File: config.mk
export PLATFORM = sky130hd
export DESIGN_NAME = rmcc_top
export DESIGN_NICKNAME = d
export VERILOG_FILES = /design/src/hw/rmcc_pkg.sv /design/src/hw/rmcc_top.sv
export SDC_FILE = /design/constraint.sdc
export NUM_CORES = 1
export LEC_CHECK = 0
export BUFFER_PORTS_ARGS = -buffer_cell sky130_fd_sc_hd__buf_4
export CORE_ASPECT_RATIO = 1.5
export CORE_MARGIN = 1.5
export CORE_UTILIZATION = 40
export DETAILED_ROUTE_END_ITERATION = 7
export PLACE_DENSITY = 0.7
export SLEW_MARGIN = 10
export SYNTH_ARGS = -nofsm -noshare
export SYNTH_HDL_FRONTEND = slang
export SYNTH_SLANG_ARGS = --single-unit
File: constraint.sdc
create_clock -name clock -period 2.1 [get_ports clock]
set_input_delay 0.21 -clock clock [delete_from_list [all_inputs] [get_ports clock]]
set_output_delay 0.21 -clock clock [all_outputs]
set_load 0.01 [all_outputs]
File: src/hw/rmcc_pkg.sv
/*
  Package for the run-mode clock configuration block: register offsets,
  field positions, reset values and the carrier types.
  Assumes a 32-bit word register port and a 125 MHz system clock.
*/
package rmcc_pkg;
  localparam logic [11:0] RMCC_OFF_RCC       = 12'h0_060;
  localparam logic [11:0] RMCC_OFF_STATUS    = 12'h0_064;
  localparam logic [11:0] RMCC_OFF_SLEEP     = 12'h0_068;
  localparam int          RMCC_POS_ACG       = 27;
  localparam int          RMCC_POS_SYSTEM_DIVISOR    = 23;
  localparam int          RMCC_POS_USESYS    = 22;
  localparam int          RMCC_POS_USEPWM    = 20;
  localparam int          RMCC_POS_PWM_PREDIVISOR    = 17;
  localparam int          RMCC_POS_BYPASS    = 11;
  localparam logic        RMCC_RST_ACG       = 1'b0;
  localparam logic [3:0]  RMCC_RST_SYSTEM_DIVISOR    = 4'hF;
  localparam logic        RMCC_RST_USESYS    = 1'b0;
  localparam logic        RMCC_RST_USEPWM    = 1'b0;
  localparam logic [2:0]  RMCC_RST_PWM_PREDIVISOR    = 3'h7;
  localparam logic        RMCC_RST_BYPASS    = 1'b1;
  localparam logic [3:0]  RMCC_PLL_MINDIV    = 4'h7;
  localparam logic [2:0]  RMCC_PWM_MAXCODE   = 3'h5;

  typedef enum logic [1:0] {RMCC_RUN, RMCC_SLEEP, RMCC_DEEP} rmcc_mode_t;
  typedef enum logic [1:0] {RMCC_GATE_RUN, RMCC_GATE_SLEEP, RMCC_GATE_DEEP} rmcc_gsel_t;

  typedef struct packed {
    logic       auto_sleep_gating;
    logic [3:0] system_divisor;
    logic       usesys;
    logic       usepwm;
    logic [2:0] pwm_predivisor;
    logic       bypass;
  } rmcc_cfg_t;

  typedef struct packed {
    logic [11:0] addr;
    logic [31:0] wdata;
    logic        wr;
    logic        rd;
  } rmcc_bus_t;
endpackage

File: src/hw/rmcc_top.sv
/*
  Run-mode clock configuration: register, gating set select, system
  divider and PWM predivider producing single-cycle clock enables.
  Assumes the bus master and the power mode input share this clock.
*/
// Our own choice: the strobed register port.
`timescale 1ns/1ps
`default_nettype none
// Notes on behaviour
// [RULE_01] Auto gating set: sleep uses sleep gate set, deep sleep uses deep set
// [RULE_02] Auto gating clear: run gate set stays in charge during both sleeps
// [RULE_03] Run mode always uses run gate set
// [RULE_04] Divisor field 26:23 resets to F, divides by value plus one
// [RULE_05] With PLL, divisors below minimum capability are raised to it
// [RULE_06] Bit 22 applies the divider; forced when the source needs it
// [RULE_07] Bit 20 makes predivider output the PWM clock, else not
// [RULE_08] Bypass clear uses PLL divided; bypass set uses oscillator
// [RULE_09] PWM predivider is power of two, /2 to /64, edges aligned
// [RULE_10] Reserved bits read zero; config changes apply glitch free
module rmcc_top #(
  parameter logic [3:0] MIN_DIV = rmcc_pkg::RMCC_PLL_MINDIV
) (
  input  wire logic                 clock,
  input  wire logic                 nrst,
  input  wire rmcc_pkg::rmcc_bus_t  bus,
  input  wire rmcc_pkg::rmcc_mode_t power_mode,
  input  wire logic                 src_needs_div,
  output logic [31:0]               rdata_r,
  output rmcc_pkg::rmcc_gsel_t      gate_sel_r,
  output logic                      sys_clk_en_r,
  output logic                      pwm_clk_en_r,
  output logic                      sys_from_pll_r,
  output logic [3:0]                eff_div_r
);
  import rmcc_pkg::*;

  rmcc_cfg_t  cfg_r, cfg_nxt;
  rmcc_gsel_t gsel_nxt;
  logic [31:0] rdata_nxt;
  logic [3:0]  sys_cnt_r, sys_cnt_nxt, div_nxt;
  logic [5:0]  pwm_cnt_r, pwm_cnt_nxt;
  logic        sys_en_nxt, pwm_en_nxt, pll_nxt, div_on;
  logic [5:0]  pwm_mask;

  // Exact match only, so no alias can let a stray write reach the clock tree
  function automatic logic reg_hit(input logic [11:0] addr, input logic [11:0] off);
    reg_hit = (addr == off);
  endfunction

  function automatic logic [5:0] pwm_mask_of(input logic [2:0] code);
    logic [2:0] c;
    c = (code > RMCC_PWM_MAXCODE) ? RMCC_PWM_MAXCODE : code; // RULE_09
    pwm_mask_of = 6'h3F >> (RMCC_PWM_MAXCODE - c);
  endfunction

  always_comb begin
    cfg_nxt = cfg_r;
    rdata_nxt = 32'h0000_0000; // RULE_10
    if (bus.wr && reg_hit(bus.addr, RMCC_OFF_RCC)) begin
      cfg_nxt.auto_sleep_gating    = bus.wdata[RMCC_POS_ACG];
      cfg_nxt.system_divisor = bus.wdata[RMCC_POS_SYSTEM_DIVISOR +: 4]; // RULE_04
      cfg_nxt.usesys = bus.wdata[RMCC_POS_USESYS]; // RULE_06
      cfg_nxt.usepwm = bus.wdata[RMCC_POS_USEPWM]; // RULE_07
      cfg_nxt.pwm_predivisor = bus.wdata[RMCC_POS_PWM_PREDIVISOR +: 3];
      cfg_nxt.bypass = bus.wdata[RMCC_POS_BYPASS];
    end
    if (bus.rd) begin
      if (reg_hit(bus.addr, RMCC_OFF_RCC)) begin
        rdata_nxt[RMCC_POS_ACG]         = cfg_r.auto_sleep_gating;
        rdata_nxt[RMCC_POS_SYSTEM_DIVISOR +: 4] = cfg_r.system_divisor;
        rdata_nxt[RMCC_POS_USESYS]      = cfg_r.usesys;
        rdata_nxt[RMCC_POS_USEPWM]      = cfg_r.usepwm;
        rdata_nxt[RMCC_POS_PWM_PREDIVISOR +: 3] = cfg_r.pwm_predivisor;
        rdata_nxt[RMCC_POS_BYPASS]      = cfg_r.bypass;
      end else if (reg_hit(bus.addr, RMCC_OFF_STATUS)) begin
        rdata_nxt[3:0] = eff_div_r;
        rdata_nxt[5:4] = gate_sel_r;
        rdata_nxt[6]   = sys_from_pll_r;
      end
    end
  end

  always_comb begin
    gsel_nxt = RMCC_GATE_RUN; // RULE_03
    if (cfg_r.auto_sleep_gating) begin
      case (power_mode)
        RMCC_SLEEP: gsel_nxt = RMCC_GATE_SLEEP; // RULE_01
        RMCC_DEEP:  gsel_nxt = RMCC_GATE_DEEP; // RULE_01
        default:    gsel_nxt = RMCC_GATE_RUN;
      endcase
    end
    // Without auto gating the run set governs every mode
    if (!cfg_r.auto_sleep_gating) gsel_nxt = RMCC_GATE_RUN; // RULE_02
  end

  // Divider reload only at a terminal count so a change never cuts a period short
  always_comb begin
    pll_nxt = !cfg_r.bypass; // RULE_08
    div_on  = cfg_r.usesys || src_needs_div || pll_nxt; // RULE_06
    div_nxt = cfg_r.system_divisor;
    if (pll_nxt && cfg_r.system_divisor < MIN_DIV) div_nxt = MIN_DIV; // RULE_05
    if (!div_on) div_nxt = 4'h0;
    sys_cnt_nxt = sys_cnt_r - 4'h1;
    sys_en_nxt  = 1'b0;
    if (sys_cnt_r == 4'h0) begin
      sys_cnt_nxt = div_nxt; // RULE_10
      sys_en_nxt  = 1'b1; // RULE_04
    end
  end

  always_comb begin
    pwm_mask    = pwm_mask_of(cfg_r.pwm_predivisor);
    pwm_cnt_nxt = pwm_cnt_r;
    // Count divided system pulses so every PWM edge sits on a system clock edge
    if (sys_en_nxt) pwm_cnt_nxt = (pwm_cnt_r + 6'h01) & pwm_mask; // RULE_09
    pwm_en_nxt  = cfg_r.usepwm ? (sys_en_nxt && pwm_cnt_r == pwm_mask) : sys_en_nxt; // RULE_07
  end

  always_ff @(posedge clock) begin
    if (!nrst) begin
      cfg_r   <= '{RMCC_RST_ACG, RMCC_RST_SYSTEM_DIVISOR, RMCC_RST_USESYS,
                   RMCC_RST_USEPWM, RMCC_RST_PWM_PREDIVISOR, RMCC_RST_BYPASS};
      rdata_r <= 32'h0000_0000;
    end else begin
      cfg_r   <= cfg_nxt;
      rdata_r <= rdata_nxt;
    end
  end

  always_ff @(posedge clock) begin
    if (!nrst) begin
      gate_sel_r <= RMCC_GATE_RUN;
    end else begin
      gate_sel_r <= gsel_nxt;
    end
  end

  always_ff @(posedge clock) begin
    if (!nrst) begin
      sys_cnt_r      <= 4'h0;
      sys_clk_en_r   <= 1'b0;
      sys_from_pll_r <= 1'b0;
      eff_div_r      <= 4'h0;
    end else begin
      sys_cnt_r      <= sys_cnt_nxt;
      sys_clk_en_r   <= sys_en_nxt;
      sys_from_pll_r <= pll_nxt;
      eff_div_r      <= div_nxt;
    end
  end

  always_ff @(posedge clock) begin
    if (!nrst) begin
      pwm_cnt_r    <= 6'h00;
      pwm_clk_en_r <= 1'b0;
    end else begin
      pwm_cnt_r    <= pwm_cnt_nxt;
      pwm_clk_en_r <= pwm_en_nxt;
    end
  end

  // Assertion helpers: cycles since the last pulse of each divided clock, saturating
  logic [4:0]  sys_gap_r, sys_gap_nxt;
  logic [10:0] pwm_gap_r, pwm_gap_nxt;

  always_comb begin
    sys_gap_nxt = (sys_gap_r == 5'h1F) ? sys_gap_r : sys_gap_r + 5'h01;
    pwm_gap_nxt = (pwm_gap_r == 11'h7FF) ? pwm_gap_r : pwm_gap_r + 11'h001;
    if (sys_clk_en_r) sys_gap_nxt = 5'h00;
    if (pwm_clk_en_r) pwm_gap_nxt = 11'h000;
  end

  always_ff @(posedge clock) begin
    if (!nrst) begin
      sys_gap_r <= 5'h00;
      pwm_gap_r <= 11'h000;
    end else begin
      sys_gap_r <= sys_gap_nxt;
      pwm_gap_r <= pwm_gap_nxt;
    end
  end

  property p_sleep_sel;
    @(posedge clock) disable iff (!nrst)
      (cfg_r.auto_sleep_gating && power_mode == RMCC_SLEEP) |=> gate_sel_r == RMCC_GATE_SLEEP;
  endproperty
  a_sleep_sel: assert property (p_sleep_sel) else $error("sleep set not chosen"); // RULE_01

  property p_no_acg;
    @(posedge clock) disable iff (!nrst)
      !cfg_r.auto_sleep_gating |=> gate_sel_r == RMCC_GATE_RUN;
  endproperty
  a_no_acg: assert property (p_no_acg) else $error("run set not kept"); // RULE_02

  property p_run_sel;
    @(posedge clock) disable iff (!nrst)
      power_mode == RMCC_RUN |=> gate_sel_r == RMCC_GATE_RUN;
  endproperty
  a_run_sel: assert property (p_run_sel) else $error("run mode not on run set"); // RULE_03

  property p_min_div;
    @(posedge clock) disable iff (!nrst)
      !cfg_r.bypass |=> eff_div_r >= MIN_DIV;
  endproperty
  a_min_div: assert property (p_min_div) else $error("divisor below minimum"); // RULE_05

  property p_sys_period;
    @(posedge clock) disable iff (!nrst)
      (sys_clk_en_r && eff_div_r == 4'h1 && $stable(eff_div_r)) |=> !sys_clk_en_r ##1 sys_clk_en_r;
  endproperty
  a_sys_period: assert property (p_sys_period) else $error("divide by two wrong"); // RULE_04

  property p_pll_src;
    @(posedge clock) disable iff (!nrst)
      1'b1 |=> sys_from_pll_r == !$past(cfg_r.bypass);
  endproperty
  a_pll_src: assert property (p_pll_src) else $error("source select wrong"); // RULE_08

  property p_pwm_div2;
    @(posedge clock) disable iff (!nrst)
      (cfg_r.usepwm && cfg_r.pwm_predivisor == 3'h0 && pwm_clk_en_r && eff_div_r == 4'h0
        && $stable(cfg_r.usepwm)) ##1 ($stable(cfg_r) && $stable(eff_div_r))
        |-> !pwm_clk_en_r ##1 pwm_clk_en_r;
  endproperty
  a_pwm_div2: assert property (p_pwm_div2) else $error("pwm divide by two wrong"); // RULE_09

  property p_pwm_off;
    @(posedge clock) disable iff (!nrst)
      !cfg_r.usepwm |=> pwm_clk_en_r == sys_clk_en_r;
  endproperty
  a_pwm_off: assert property (p_pwm_off) else $error("pwm uses divider while off"); // RULE_07

  property p_rsvd;
    @(posedge clock) disable iff (!nrst)
      1'b1 |-> rdata_r[31:28] == 4'h0 && rdata_r[21] == 1'b0;
  endproperty
  a_rsvd: assert property (p_rsvd) else $error("reserved bits nonzero"); // RULE_10

  property p_deep_sel;
    @(posedge clock) disable iff (!nrst)
      (cfg_r.auto_sleep_gating && power_mode == RMCC_DEEP) |=> gate_sel_r == RMCC_GATE_DEEP;
  endproperty
  a_deep_sel: assert property (p_deep_sel) else $error("deep set not chosen"); // RULE_01

  // Reset gating in the antecedent: the first edge after release still shows reset values
  property p_div_force;
    @(posedge clock) disable iff (!nrst)
      (nrst && cfg_r.bypass && (cfg_r.usesys || src_needs_div)) |=> eff_div_r == $past(cfg_r.system_divisor);
  endproperty
  a_div_force: assert property (p_div_force) else $error("divider not applied"); // RULE_06

  property p_div_off;
    @(posedge clock) disable iff (!nrst)
      (nrst && cfg_r.bypass && !cfg_r.usesys && !src_needs_div) |=> eff_div_r == 4'h0;
  endproperty
  a_div_off: assert property (p_div_off) else $error("divider used while off"); // RULE_06

  property p_pll_floor;
    @(posedge clock) disable iff (!nrst)
      (nrst && !cfg_r.bypass && cfg_r.system_divisor >= MIN_DIV) |=> eff_div_r == $past(cfg_r.system_divisor);
  endproperty
  a_pll_floor: assert property (p_pll_floor) else $error("legal divisor altered"); // RULE_05

  property p_rcc_read;
    @(posedge clock) disable iff (!nrst)
      (bus.rd && reg_hit(bus.addr, RMCC_OFF_RCC))
        |=> rdata_r[RMCC_POS_SYSTEM_DIVISOR +: 4] == $past(cfg_r.system_divisor);
  endproperty
  a_rcc_read: assert property (p_rcc_read) else $error("divisor field read wrong"); // RULE_04

  property p_stat_read;
    @(posedge clock) disable iff (!nrst)
      (bus.rd && reg_hit(bus.addr, RMCC_OFF_STATUS)) |=> rdata_r[3:0] == $past(eff_div_r);
  endproperty
  a_stat_read: assert property (p_stat_read) else $error("status divisor wrong"); // RULE_05

  property p_rd_idle;
    @(posedge clock) disable iff (!nrst)
      !bus.rd |=> rdata_r == 32'h0000_0000;
  endproperty
  a_rd_idle: assert property (p_rd_idle) else $error("read data outside its cycle"); // RULE_10

  property p_rd_unmapped;
    @(posedge clock) disable iff (!nrst)
      (bus.rd && !reg_hit(bus.addr, RMCC_OFF_RCC) && !reg_hit(bus.addr, RMCC_OFF_STATUS))
        |=> rdata_r == 32'h0000_0000;
  endproperty
  a_rd_unmapped: assert property (p_rd_unmapped) else $error("unmapped read nonzero"); // RULE_10

  property p_pwm_align;
    @(posedge clock) disable iff (!nrst)
      pwm_clk_en_r |-> sys_clk_en_r;
  endproperty
  a_pwm_align: assert property (p_pwm_align) else $error("pwm edge off system edge"); // RULE_09

  // Longest system period is sixteen cycles
  property p_sys_bound;
    @(posedge clock) disable iff (!nrst)
      1'b1 |-> sys_gap_r <= 5'h0F;
  endproperty
  a_sys_bound: assert property (p_sys_bound) else $error("system period too long"); // RULE_04

  // Longest PWM period is sixty-four of the longest system periods
  property p_pwm_bound;
    @(posedge clock) disable iff (!nrst)
      1'b1 |-> pwm_gap_r <= 11'h3FF;
  endproperty
  a_pwm_bound: assert property (p_pwm_bound) else $error("pwm period too long"); // RULE_09

  c_sleep: cover property (@(posedge clock) gate_sel_r == RMCC_GATE_SLEEP);
  c_deep:  cover property (@(posedge clock) gate_sel_r == RMCC_GATE_DEEP);
  c_pll:   cover property (@(posedge clock) sys_from_pll_r && sys_clk_en_r);
  c_pwm:   cover property (@(posedge clock) cfg_r.usepwm && pwm_clk_en_r);
  c_div2:  cover property (@(posedge clock) sys_clk_en_r && eff_div_r == 4'h1);
endmodule
`default_nettype wire

==> impl_metrics.ini, run 1 <==
[clocking]
numClockSinks = 48
postCtsHoldBufs = 0
post-cts-setup-buffers = 0
cts.repair.resized = 0
cts_root_cell = clkbuf_8
cts_htree_levels = 2
buffer_depth_of_the_longest_clock_path = 2
cts.reportedPaths.clkPinSlew_ns = 0.08
number_of_buffers_inserted_during_clock_tree_synthesis = 5
cts_tree = yes
clkLatencyLatePin_ns = 0.30

[logic_synthesis]
post_synthesis_cell_count = 214
synth.cell_area_sq_um = 2020
ys_top_cells_by_area = dfxtp_1, and2_1, mux2i_1, buf_4, nand2_1
post_synth_num_cell_types = 38
largest_family_of_logic_cells_by_synthesized_area = simple AND/OR/NAND/NOR gates
ys.flop_type = dfxtp_1
post_synth_fa_ha_maj_area_fraction = 0.0310
synth_seq_area_share = 0.476
yosys_warnings = 0
ys_top_cells_by_count = dfxtp_1, and2_1, nand2_1
synthSimpleGateAreaFrac = 0.250
yosys.area.top_type_share = 0.476
syn-mean-instance-area_sq_um = 9.44
ys_ff_latch = 48
yosysMostFrequentCell = dfxtp_1
compound_gate_portion_of_the_synthesized_area = 0.0948
synthArstFlopShare = 0
synth-xor-area-share = 0.00434
edff_count_synth = 0
largest_area_contributor_in_the_netlist = dfxtp_1
mux_cell_area_share_after_synthesis = 0.0595

[place]
hpwlAfterDp_um = 2840
routabilityCongestion = 0.874
port-buffer-count = 56
place_area_sq_um = 2470

[power_and_ir_drop]
combPwrFrac = 0.197
vdd_drop_max_uv = 306
power_mw = 2.10
seq_power_share = 0.494
power.net_switching_mw = 0.568
power.switching_fraction = 0.270
power_per_cell_area_nw_per_um2 = 814
p_clk_frac = 0.309
internal-power_mw = 1.53
cellLeakagePower_nw = 1.23

[global_routing]
globalRouteOverflowTotal = 0
first_global_vias = 1466
grt_start_max_net_pins = 30
groute.usage.overall = 0.146
initial_antenna_violation_count = 0
grt_first_pass_wirelength_um = 6160

[run]
cap_violations = 0

[layout]
total_area_of_multi_input_combinational_cells_sq_um = 940
final_nets = 329
finish.instance_area_sq_um = 2580
layout.area.seq_sq_um = 961
areaGrowthSynthToFinish_pct = 27.9
num_antenna_cells = 0
drive_gt1_frac = 0.255
fillers = 481

[critical_path]
rr_endpoint = pwm_clk_en_r$_SDFF_PN0_
worst_setup_path_endpoint = pwm_clk_en_r$_SDFF_PN0_
critical_path.startpoint = cfg_r[3]$_SDFFE_PN1P_
end_kind = flip-flop
timing_worst_setup_path_type = reg2reg
reg_to_reg_setup_timing_slack_ns = 0.29
crit_path_max_fanout = 10
ff2ff_path_depth = 5
arrival_time_worst_endpoint_ns = 1.99
timing.critical_path.from_type = flip-flop
crit_required_ns = 2.27
timing.rr.start = cfg_r[3]$_SDFFE_PN1P_

[timing]
final_slew_viol_count = 0
final.setup_skew_ns = 0.00189
final_hold_viol_count = 0
slew_headroom = 0.624
fmaxAchievable_mhz = 551
min_period_over_period = 0.864
fin_hold_ws_ns = 0.0696
rsz0062_at_grt = no
worstMarginPinSlew_ns = 0.548
finalSetupViolCount = 0
timing.setup.tns_ns = 0
finalCriticalPeriod_ns = 1.81

[floorplanning]
floorplan.core_area_sq_um = 4850
initial_utilization = 0.417
design.die.area_sq_um = 5490
pin_count = 92
dieWidth_um = 61.0
die_ht_um = 90.0
rows = 31

[worst_hold_path]
holdCritPathClass = in2reg

[detailed_routing]
first_pass_iters = 4
detail_route.iter0.violations = 30
route.detailed.vias_per_inst = 4.65
postRouteAntennaNets = 0
wirelength_um = 3760
detail_route.wl_per_cell_um = 11.1
detailroute.via_count = 1581
drcViolationCount = 0

[run_status]
outcome = complete, no violations
==> logic make-up (layout without fill, tap and decap cells) <==
kind of cell               Yosys count  count (layout)
AOI/OAI and AO/OA                   29              29
adders and majority gates            5               5
buffers and inverters               30              77
DFF                                 48              48
and+or+nand+nor                     88              88
muxes                               12              12
other                                1              14
xor gates and xnor gates             1               1
==> routing by layer <==
| metal | global-route usage | part of all wire |
|---|---|---|
| met2 | 0.264 | 0.55 |
| met1 | 0.147 | 0.38 |
| met3 | 0.0403 | 0.054 |
| met4 | 0.0652 | 0.020 |
| met5 | 0 | 0 |
==> per-stage QoR <==
| stage | utilization | instances | setup WS, ns |
|---|---|---|---|
| 2_1_floorplan | - | 227 | 0.379 |
| 3_3_place_gp | 0.510 | 332 | 0.298 |
| 3_5_place_dp | 0.510 | 332 | 0.256 |
| 4_1_cts | 0.533 | 340 | 0.245 |
| 5_1_grt | 0.533 | 340 | 0.0846 |
| 6_report | 0.533 | 340 | 0.286 |
==> cell type report <==
type	instances	share of cell area
Sequential cell	48	0.372
Multi-Input combinational cell	149	0.364
Timing Repair Buffer	61	0.177
Tap cell	66	0.0320
Clock buffer	5	0.0266
Clock inverter	3	0.0165
Inverter	8	0.0116
==> placed cells by master, fill, tap and decap left out, types with 2 or more instances in the layout <==
cell type and n:
nand2b_1 2, nor2_1 2, nor3b_1 7, buf_4 61, clkbuf_8 5, ha_1 5
dfxtp_1 48, o21a_1 2, nor2b_1 11, and3_1 3, nand3_1 4, a21boi_0 4
conb_1 14, and2_1 21, nor4bb_1 2, inv_1 8, o21ai_0 8, nand2_1 20
o211a_1 2, mux2i_1 12, nor3_1 9, a21oi_1 5, nor4_1 2
==> registers in the layout, indices dropped and copies added, names as in the netlist, 2 cells and up <==
register,flops
pwm_cnt_r,6
cfg_r,11
rdata_r,18
gate_sel_r,2
eff_div_r,4
sys_cnt_r,4
==> power by group through the flow <==
stage	logic [mW]	clock network (mW)	registers, mW
6_report	0.413	0.650	1.04
5_1_grt	0.477	0.708	1.05
4_1_cts	0.418	0.673	1.04
3_5_place_dp	0.409	0	1.06
3_3_place_gp	0.398	0	1.06
2_1_floorplan	0.281	0	1.06
==> worst min-delay path by stage <==
| stage | endpoint | slack (ns) | depth (start not counted) | from |
|---|---|---|---|---|
| 2_1_floorplan | gate_sel_r[1]$_SDFF_PN0_ | 0.29 | 1 | power_mode[0] |
| 3_3_place_gp | gate_sel_r[1]$_SDFF_PN0_ | 0.38 | 2 | power_mode[0] |
| 3_5_place_dp | gate_sel_r[0]$_SDFF_PN0_ | 0.38 | 2 | power_mode[1] |
| 4_1_cts | gate_sel_r[0]$_SDFF_PN0_ | 0.06 | 2 | power_mode[1] |
| 5_1_grt | gate_sel_r[0]$_SDFF_PN0_ | 0.07 | 2 | power_mode[1] |
| 6_report | gate_sel_r[0]$_SDFF_PN0_ | 0.07 | 2 | power_mode[1] |
==> critical path: stages, from the launching register on <==
cell and delay (ns):
dfxtp_1 0.37, nand2b_1 0.20, ha_1 0.41, nor3b_1 0.19, o311ai_0 0.38, o22ai_1 0.14
Note: power is estimated with default switching activity, not from simulation.
==> run 2: changes to the inputs <==
Settings changed: BUFFER_PORTS_ARGS -buffer_cell sky130_fd_sc_hd__buf_4 to not set, DONT_BUFFER_PORTS set to 1, PLACE_DENSITY 0.7 to not set.
==> impl_metrics.ini, run 2 (same netlist as run 1, synthesis figures left out) <==
[power_and_ir_drop]
internal-power_mw = 1.48
power.net_switching_mw = 0.540
p_clk_frac = 0.321
cellLeakagePower_nw = 0.955
power.switching_fraction = 0.267
seq_power_share = 0.520
vdd_drop_max_uv = 269
power_per_cell_area_nw_per_um2 = 927
combPwrFrac = 0.159

[timing]
fin_hold_ws_ns = 0.0280
min_period_over_period = 0.914
finalCriticalPeriod_ns = 1.92
rsz0062_at_grt = no
final_slew_viol_count = 0
slew_headroom = 0.639
timing.setup.tns_ns = 0
finalSetupViolCount = 0
post-route-worst-setup-slack_ns = 0.182
final_hold_viol_count = 0
worstMarginPinSlew_ns = 0.526
final.setup_skew_ns = 0.00309
fmaxAchievable_mhz = 521

[detailed_routing]
route.detailed.vias_per_inst = 4.83
postRouteAntennaNets = 0
drcViolationCount = 0
wirelength_um = 3550
detail_route.wl_per_cell_um = 12.4
first_pass_iters = 4
detailroute.via_count = 1382
detail_route.iter0.violations = 53

[critical_path]
ff2ff_path_depth = 5
crit_path_max_fanout = 10
timing.critical_path.from_type = flip-flop
timing.critical_path.slowest_stage_cell = o311ai_0
timing_worst_setup_path_type = reg2reg
end_kind = flip-flop
rr_endpoint = pwm_clk_en_r$_SDFF_PN0_
delay_of_the_slowest_critical_path_stage_ns = 0.46
timing.rr.start = cfg_r[3]$_SDFFE_PN1P_
crit_required_ns = 2.27
arrival_time_worst_endpoint_ns = 2.09
reg_to_reg_setup_timing_slack_ns = 0.18
cp_cell_instances = nand2b_1 > ha_1 > nor3b_1 > o311ai_0 > o22ai_1

[floorplanning]
pin_count = 92
design.die.area_sq_um = 5490
floorplan.core_area_sq_um = 4850
initial_utilization = 0.417
rows = 31
dieWidth_um = 61.0
die_ht_um = 90.0

[clocking]
numClockSinks = 48
clkLatencyLatePin_ns = 0.30
cts_root_cell = clkbuf_8
cts_htree_levels = 2
cts_tree = yes
post-cts-setup-buffers = 0
cts.repair.resized = 0
cts.reportedPaths.clkPinSlew_ns = 0.08
buffer_depth_of_the_longest_clock_path = 2
number_of_buffers_inserted_during_clock_tree_synthesis = 5
postCtsHoldBufs = 3

[layout]
fillers = 471
largest_register_ff_count = 18
layout.cells.most_common_list = dfxtp_1, and2_1, nand2_1
areaGrowthSynthToFinish_pct = 7.99
biggestRegsByFlops = rdata_r (18), cfg_r (11), pwm_cnt_r (6)
num_antenna_cells = 0
top_register_by_number_of_flip_flops = rdata_r
final_nets = 275
mostFrequentLayoutCell = dfxtp_1
drive_gt1_frac = 0.0545

[global_routing]
first_global_vias = 1314
initial_antenna_violation_count = 0
groute.usage.overall = 0.143
grt_first_pass_wirelength_um = 5820
grt_start_max_net_pins = 23
globalRouteOverflowTotal = 0

[place]
routabilityCongestion = 0.707
port-buffer-count = 0
hpwlAfterDp_um = 2650
place_worst_setup_slack_ns = 0.184

[run]
cap_violations = 0

[worst_hold_path]
hp-start = nrst
hold-path-endpoint = sys_cnt_r[3]$_SDFF_PN0_
holdCritPathClass = in2reg
min_path_cells = 1

[run_status]
outcome = complete, no violations
[run 2: cell types whose count changed in the layout (fill, tap and decap cells not counted)]
cell           change
buf_4             -57
clkbuf_1           +1
dlygate4sd3_1      +3
clkinvlp_4         -1
[run 2: how the worst max path moves through the flow]
stage,startpoint,to,slack [ns],cells after the start
3_3_place_gp,cfg_r[3]$_SDFFE_PN1P_,pwm_clk_en_r$_SDFF_PN0_,0.14,5
5_1_grt,cfg_r[3]$_SDFFE_PN1P_,pwm_clk_en_r$_SDFF_PN0_,0.1,5
3_5_place_dp,cfg_r[3]$_SDFFE_PN1P_,pwm_clk_en_r$_SDFF_PN0_,0.18,5
2_1_floorplan,cfg_r[3]$_SDFFE_PN1P_,pwm_clk_en_r$_SDFF_PN0_,0.38,7
6_report,cfg_r[3]$_SDFFE_PN1P_,pwm_clk_en_r$_SDFF_PN0_,0.18,5
4_1_cts,cfg_r[3]$_SDFFE_PN1P_,pwm_clk_en_r$_SDFF_PN0_,0.16,5
[run 2: metrics by stage]
step,total power [mW],utilization,cell area [sq um],cells
finish,2.02,0.450,2180,286
global route,2.14,0.450,2180,286
CTS,2.05,0.450,2180,286
detailed placement,1.40,0.421,2040,275
global placement,1.39,0.421,2040,275
floorplan,1.34,-,2070,227
[run 2: critical path, delay by kind of cell, from the launching register on]
kind | cells | cell delay (ns)
fa+ha+maj | 1 | 0.41
flops | 1 | 0.38
simple gates | 2 | 0.38
compound gates | 2 | 0.61
[run 2: cell type report]
type / count / area [sq um] / share of cell area
sequential: 48 / 961 / 0.441
tap: 66 / 82.6 / 0.0379
multi-input combinational: 149 / 940 / 0.431
inverter: 8 / 30.0 / 0.0138
clock buffer: 6 / 72.6 / 0.0333
timing repair buffer: 7 / 60.1 / 0.0275
clock inverter: 2 / 35.0 / 0.0161
[run 2: layer usage]
layer | global-route usage | vias to the layer above | wire [um]
met2 | 0.260 | 40 | 1950
met3 | 0.0460 | 5 | 202
met4 | 0.0598 | 0 | 64
met5 | 0 | - | 0
li1 | - | 704 | -
met1 | 0.138 | 633 | 1330
[run 2: power groups by stage]
| stage | clock (mW) | combinational (mW) | sequential, mW |
|---|---|---|---|
| after global routing | 0.707 | 0.375 | 1.06 |
| final | 0.649 | 0.321 | 1.05 |
| after detailed placement | 0 | 0.322 | 1.07 |
| after floorplan | 0 | 0.281 | 1.06 |
| after CTS | 0.669 | 0.328 | 1.05 |
| after global placement | 0 | 0.318 | 1.07 |
==> run 3: changes to the inputs <==
==> constraint.sdc (replaced) <==
create_clock -name clock -period 2.1 [get_ports clock]
set_input_delay 0.42 -clock clock [delete_from_list [all_inputs] [get_ports clock]]
set_output_delay 0.42 -clock clock [all_outputs]
set_load 0.01 [all_outputs]
==> impl_metrics.ini, run 3 (same netlist as run 1, synthesis figures left out) <==
[layout]
areaGrowthSynthToFinish_pct = 6.88
layout.cells.most_common_list = dfxtp_1, and2_1, nand2_1
top_register_by_number_of_flip_flops = rdata_r
num_antenna_cells = 0
biggestRegsByFlops = rdata_r (18), cfg_r (11), pwm_cnt_r (6)
final_nets = 273
largest_register_ff_count = 18
drive_gt1_frac = 0.0596
mostFrequentLayoutCell = dfxtp_1

[clocking]
cts_root_cell = clkbuf_8
cts_htree_levels = 2
post-cts-setup-buffers = 0
cts.reportedPaths.clkPinSlew_ns = 0.09
cts_tree = yes
numClockSinks = 48
number_of_buffers_inserted_during_clock_tree_synthesis = 5
buffer_depth_of_the_longest_clock_path = 2
clkLatencyLatePin_ns = 0.30

[floorplanning]
design.die.area_sq_um = 5490
floorplan.core_area_sq_um = 4850
dieWidth_um = 61.0
initial_utilization = 0.417
pin_count = 92
rows = 31
die_ht_um = 90.0

[global_routing]
grt_start_max_net_pins = 30
grt_first_pass_wirelength_um = 5600
globalRouteMet1Util = 0.137
groute.usage.overall = 0.137
most_used_layer_global_route = met2
globalRouteMet3Util = 0.0417
initial_antenna_violation_count = 0
groute.layer.met2.usage = 0.246
first_global_vias = 1229
globalRouteOverflowTotal = 0

[timing]
rsz0062_at_grt = no
min_period_over_period = 0.860
final_slew_viol_count = 0
timing.setup.tns_ns = 0
finalCriticalPeriod_ns = 1.81
finalSetupViolCount = 0
worstMarginPinSlew_ns = 0.530
fmaxAchievable_mhz = 553
slew_headroom = 0.637
final.setup_skew_ns = 0.00949
final_hold_viol_count = 0

[critical_path]
timing.critical_path.from_type = flip-flop
arrival_time_worst_endpoint_ns = 1.97
crit_path_max_fanout = 10
timing.critical_path.slowest_stage_cell = ha_1
end_kind = flip-flop
critical-path-top-delay-family = compound AO/OA/AOI/OAI gates
cp_cell_instances = nand2b_1 > ha_1 > nor3b_1 > o311ai_1 > o22ai_1
timing_worst_setup_path_type = reg2reg
crit_required_ns = 2.27
delay_of_the_slowest_critical_path_stage_ns = 0.41
critical_path.n_buffers_inverters = 0

[power_and_ir_drop]
power_per_cell_area_nw_per_um2 = 934
cellLeakagePower_nw = 0.953
power_mw = 2.02
vdd_drop_max_uv = 267

[detailed_routing]
detail_route.wl_per_cell_um = 12.5
detailroute.via_count = 1363
first_pass_iters = 4
postRouteAntennaNets = 0
drcViolationCount = 0
wirelength_um = 3540
detail_route.iter0.violations = 64
route.detailed.vias_per_inst = 4.80

[run_status]
outcome = complete, no violations

[place]
routabilityCongestion = 0.715
hpwlAfterDp_um = 2640
port-buffer-count = 0

[run]
cap_violations = 0

[worst_hold_path]
holdCritPathClass = in2reg
-- run 3: worst register-to-register path: cells and delay by family (launching register included) --
kind | cells | cell delay (ns)
flip-flops | 1 | 0.38
AND/OR/NAND/NOR | 2 | 0.39
AO/OA/AOI/OAI | 2 | 0.49
adder cells (fa/ha/maj) | 1 | 0.41
-- run 3: path summary, 6_finish.rpt --
check                                            from                  endpoint  slack (ns)  cells past startpoint
worst min register to register  cfg_r[4]$_SDFFE_PN0P_   pwm_clk_en_r$_SDFF_PN0_        0.48                      1
worst max-delay path            cfg_r[3]$_SDFFE_PN1P_   pwm_clk_en_r$_SDFF_PN0_        0.29                      5
worst max register to register  cfg_r[3]$_SDFFE_PN1P_   pwm_clk_en_r$_SDFF_PN0_        0.29                      5
worst min-delay path                    power_mode[0]  gate_sel_r[1]$_SDFF_PN0_        0.19                      1
-- run 3: cell type report --
| type | count | area (sq um) |
|---|---|---|
| Inverter | 8 | 30.0 |
| Tap cell | 66 | 82.6 |
| Sequential cell | 48 | 961 |
| Timing Repair Buffer | 5 | 37.5 |
| Fill cell | 496 | 2690 |
| Clock buffer | 6 | 72.6 |
| Multi-Input combinational cell | 149 | 940 |
| Clock inverter | 2 | 35.0 |
-- run 3: report_power, final --
part           leakage, nW  internal [mW]  total, mW  switching, mW
Clock               0.0552          0.353      0.649          0.295
Sequential           0.390          0.980       1.05         0.0731
Combinational        0.508          0.145      0.315          0.170
-- run 3: routing by layer --
metal / vias up / share of wire
li1: 703 / -
met1: 616 / 0.38
met2: 38 / 0.54
met3: 6 / 0.053
met4: 0 / 0.021
met5: - / 0
-- run 3: metrics by stage --
stage	area, sq um	hold slack, ns	setup slack (ns)	cells	utilization
floorplan	2070	0.444	0.379	227	-
global placement	2050	0.474	0.151	276	0.423
detailed placement	2050	0.474	0.148	276	0.423
CTS	2160	0.176	0.113	284	0.445
global route	2160	0.168	0.144	284	0.445
finish	2160	0.188	0.293	284	0.445
-- run 3: timing repair --
action,in CTS,in global routing
resized for setup,0,1
hold buffers,0,0
setup endpoints to repair,0,1
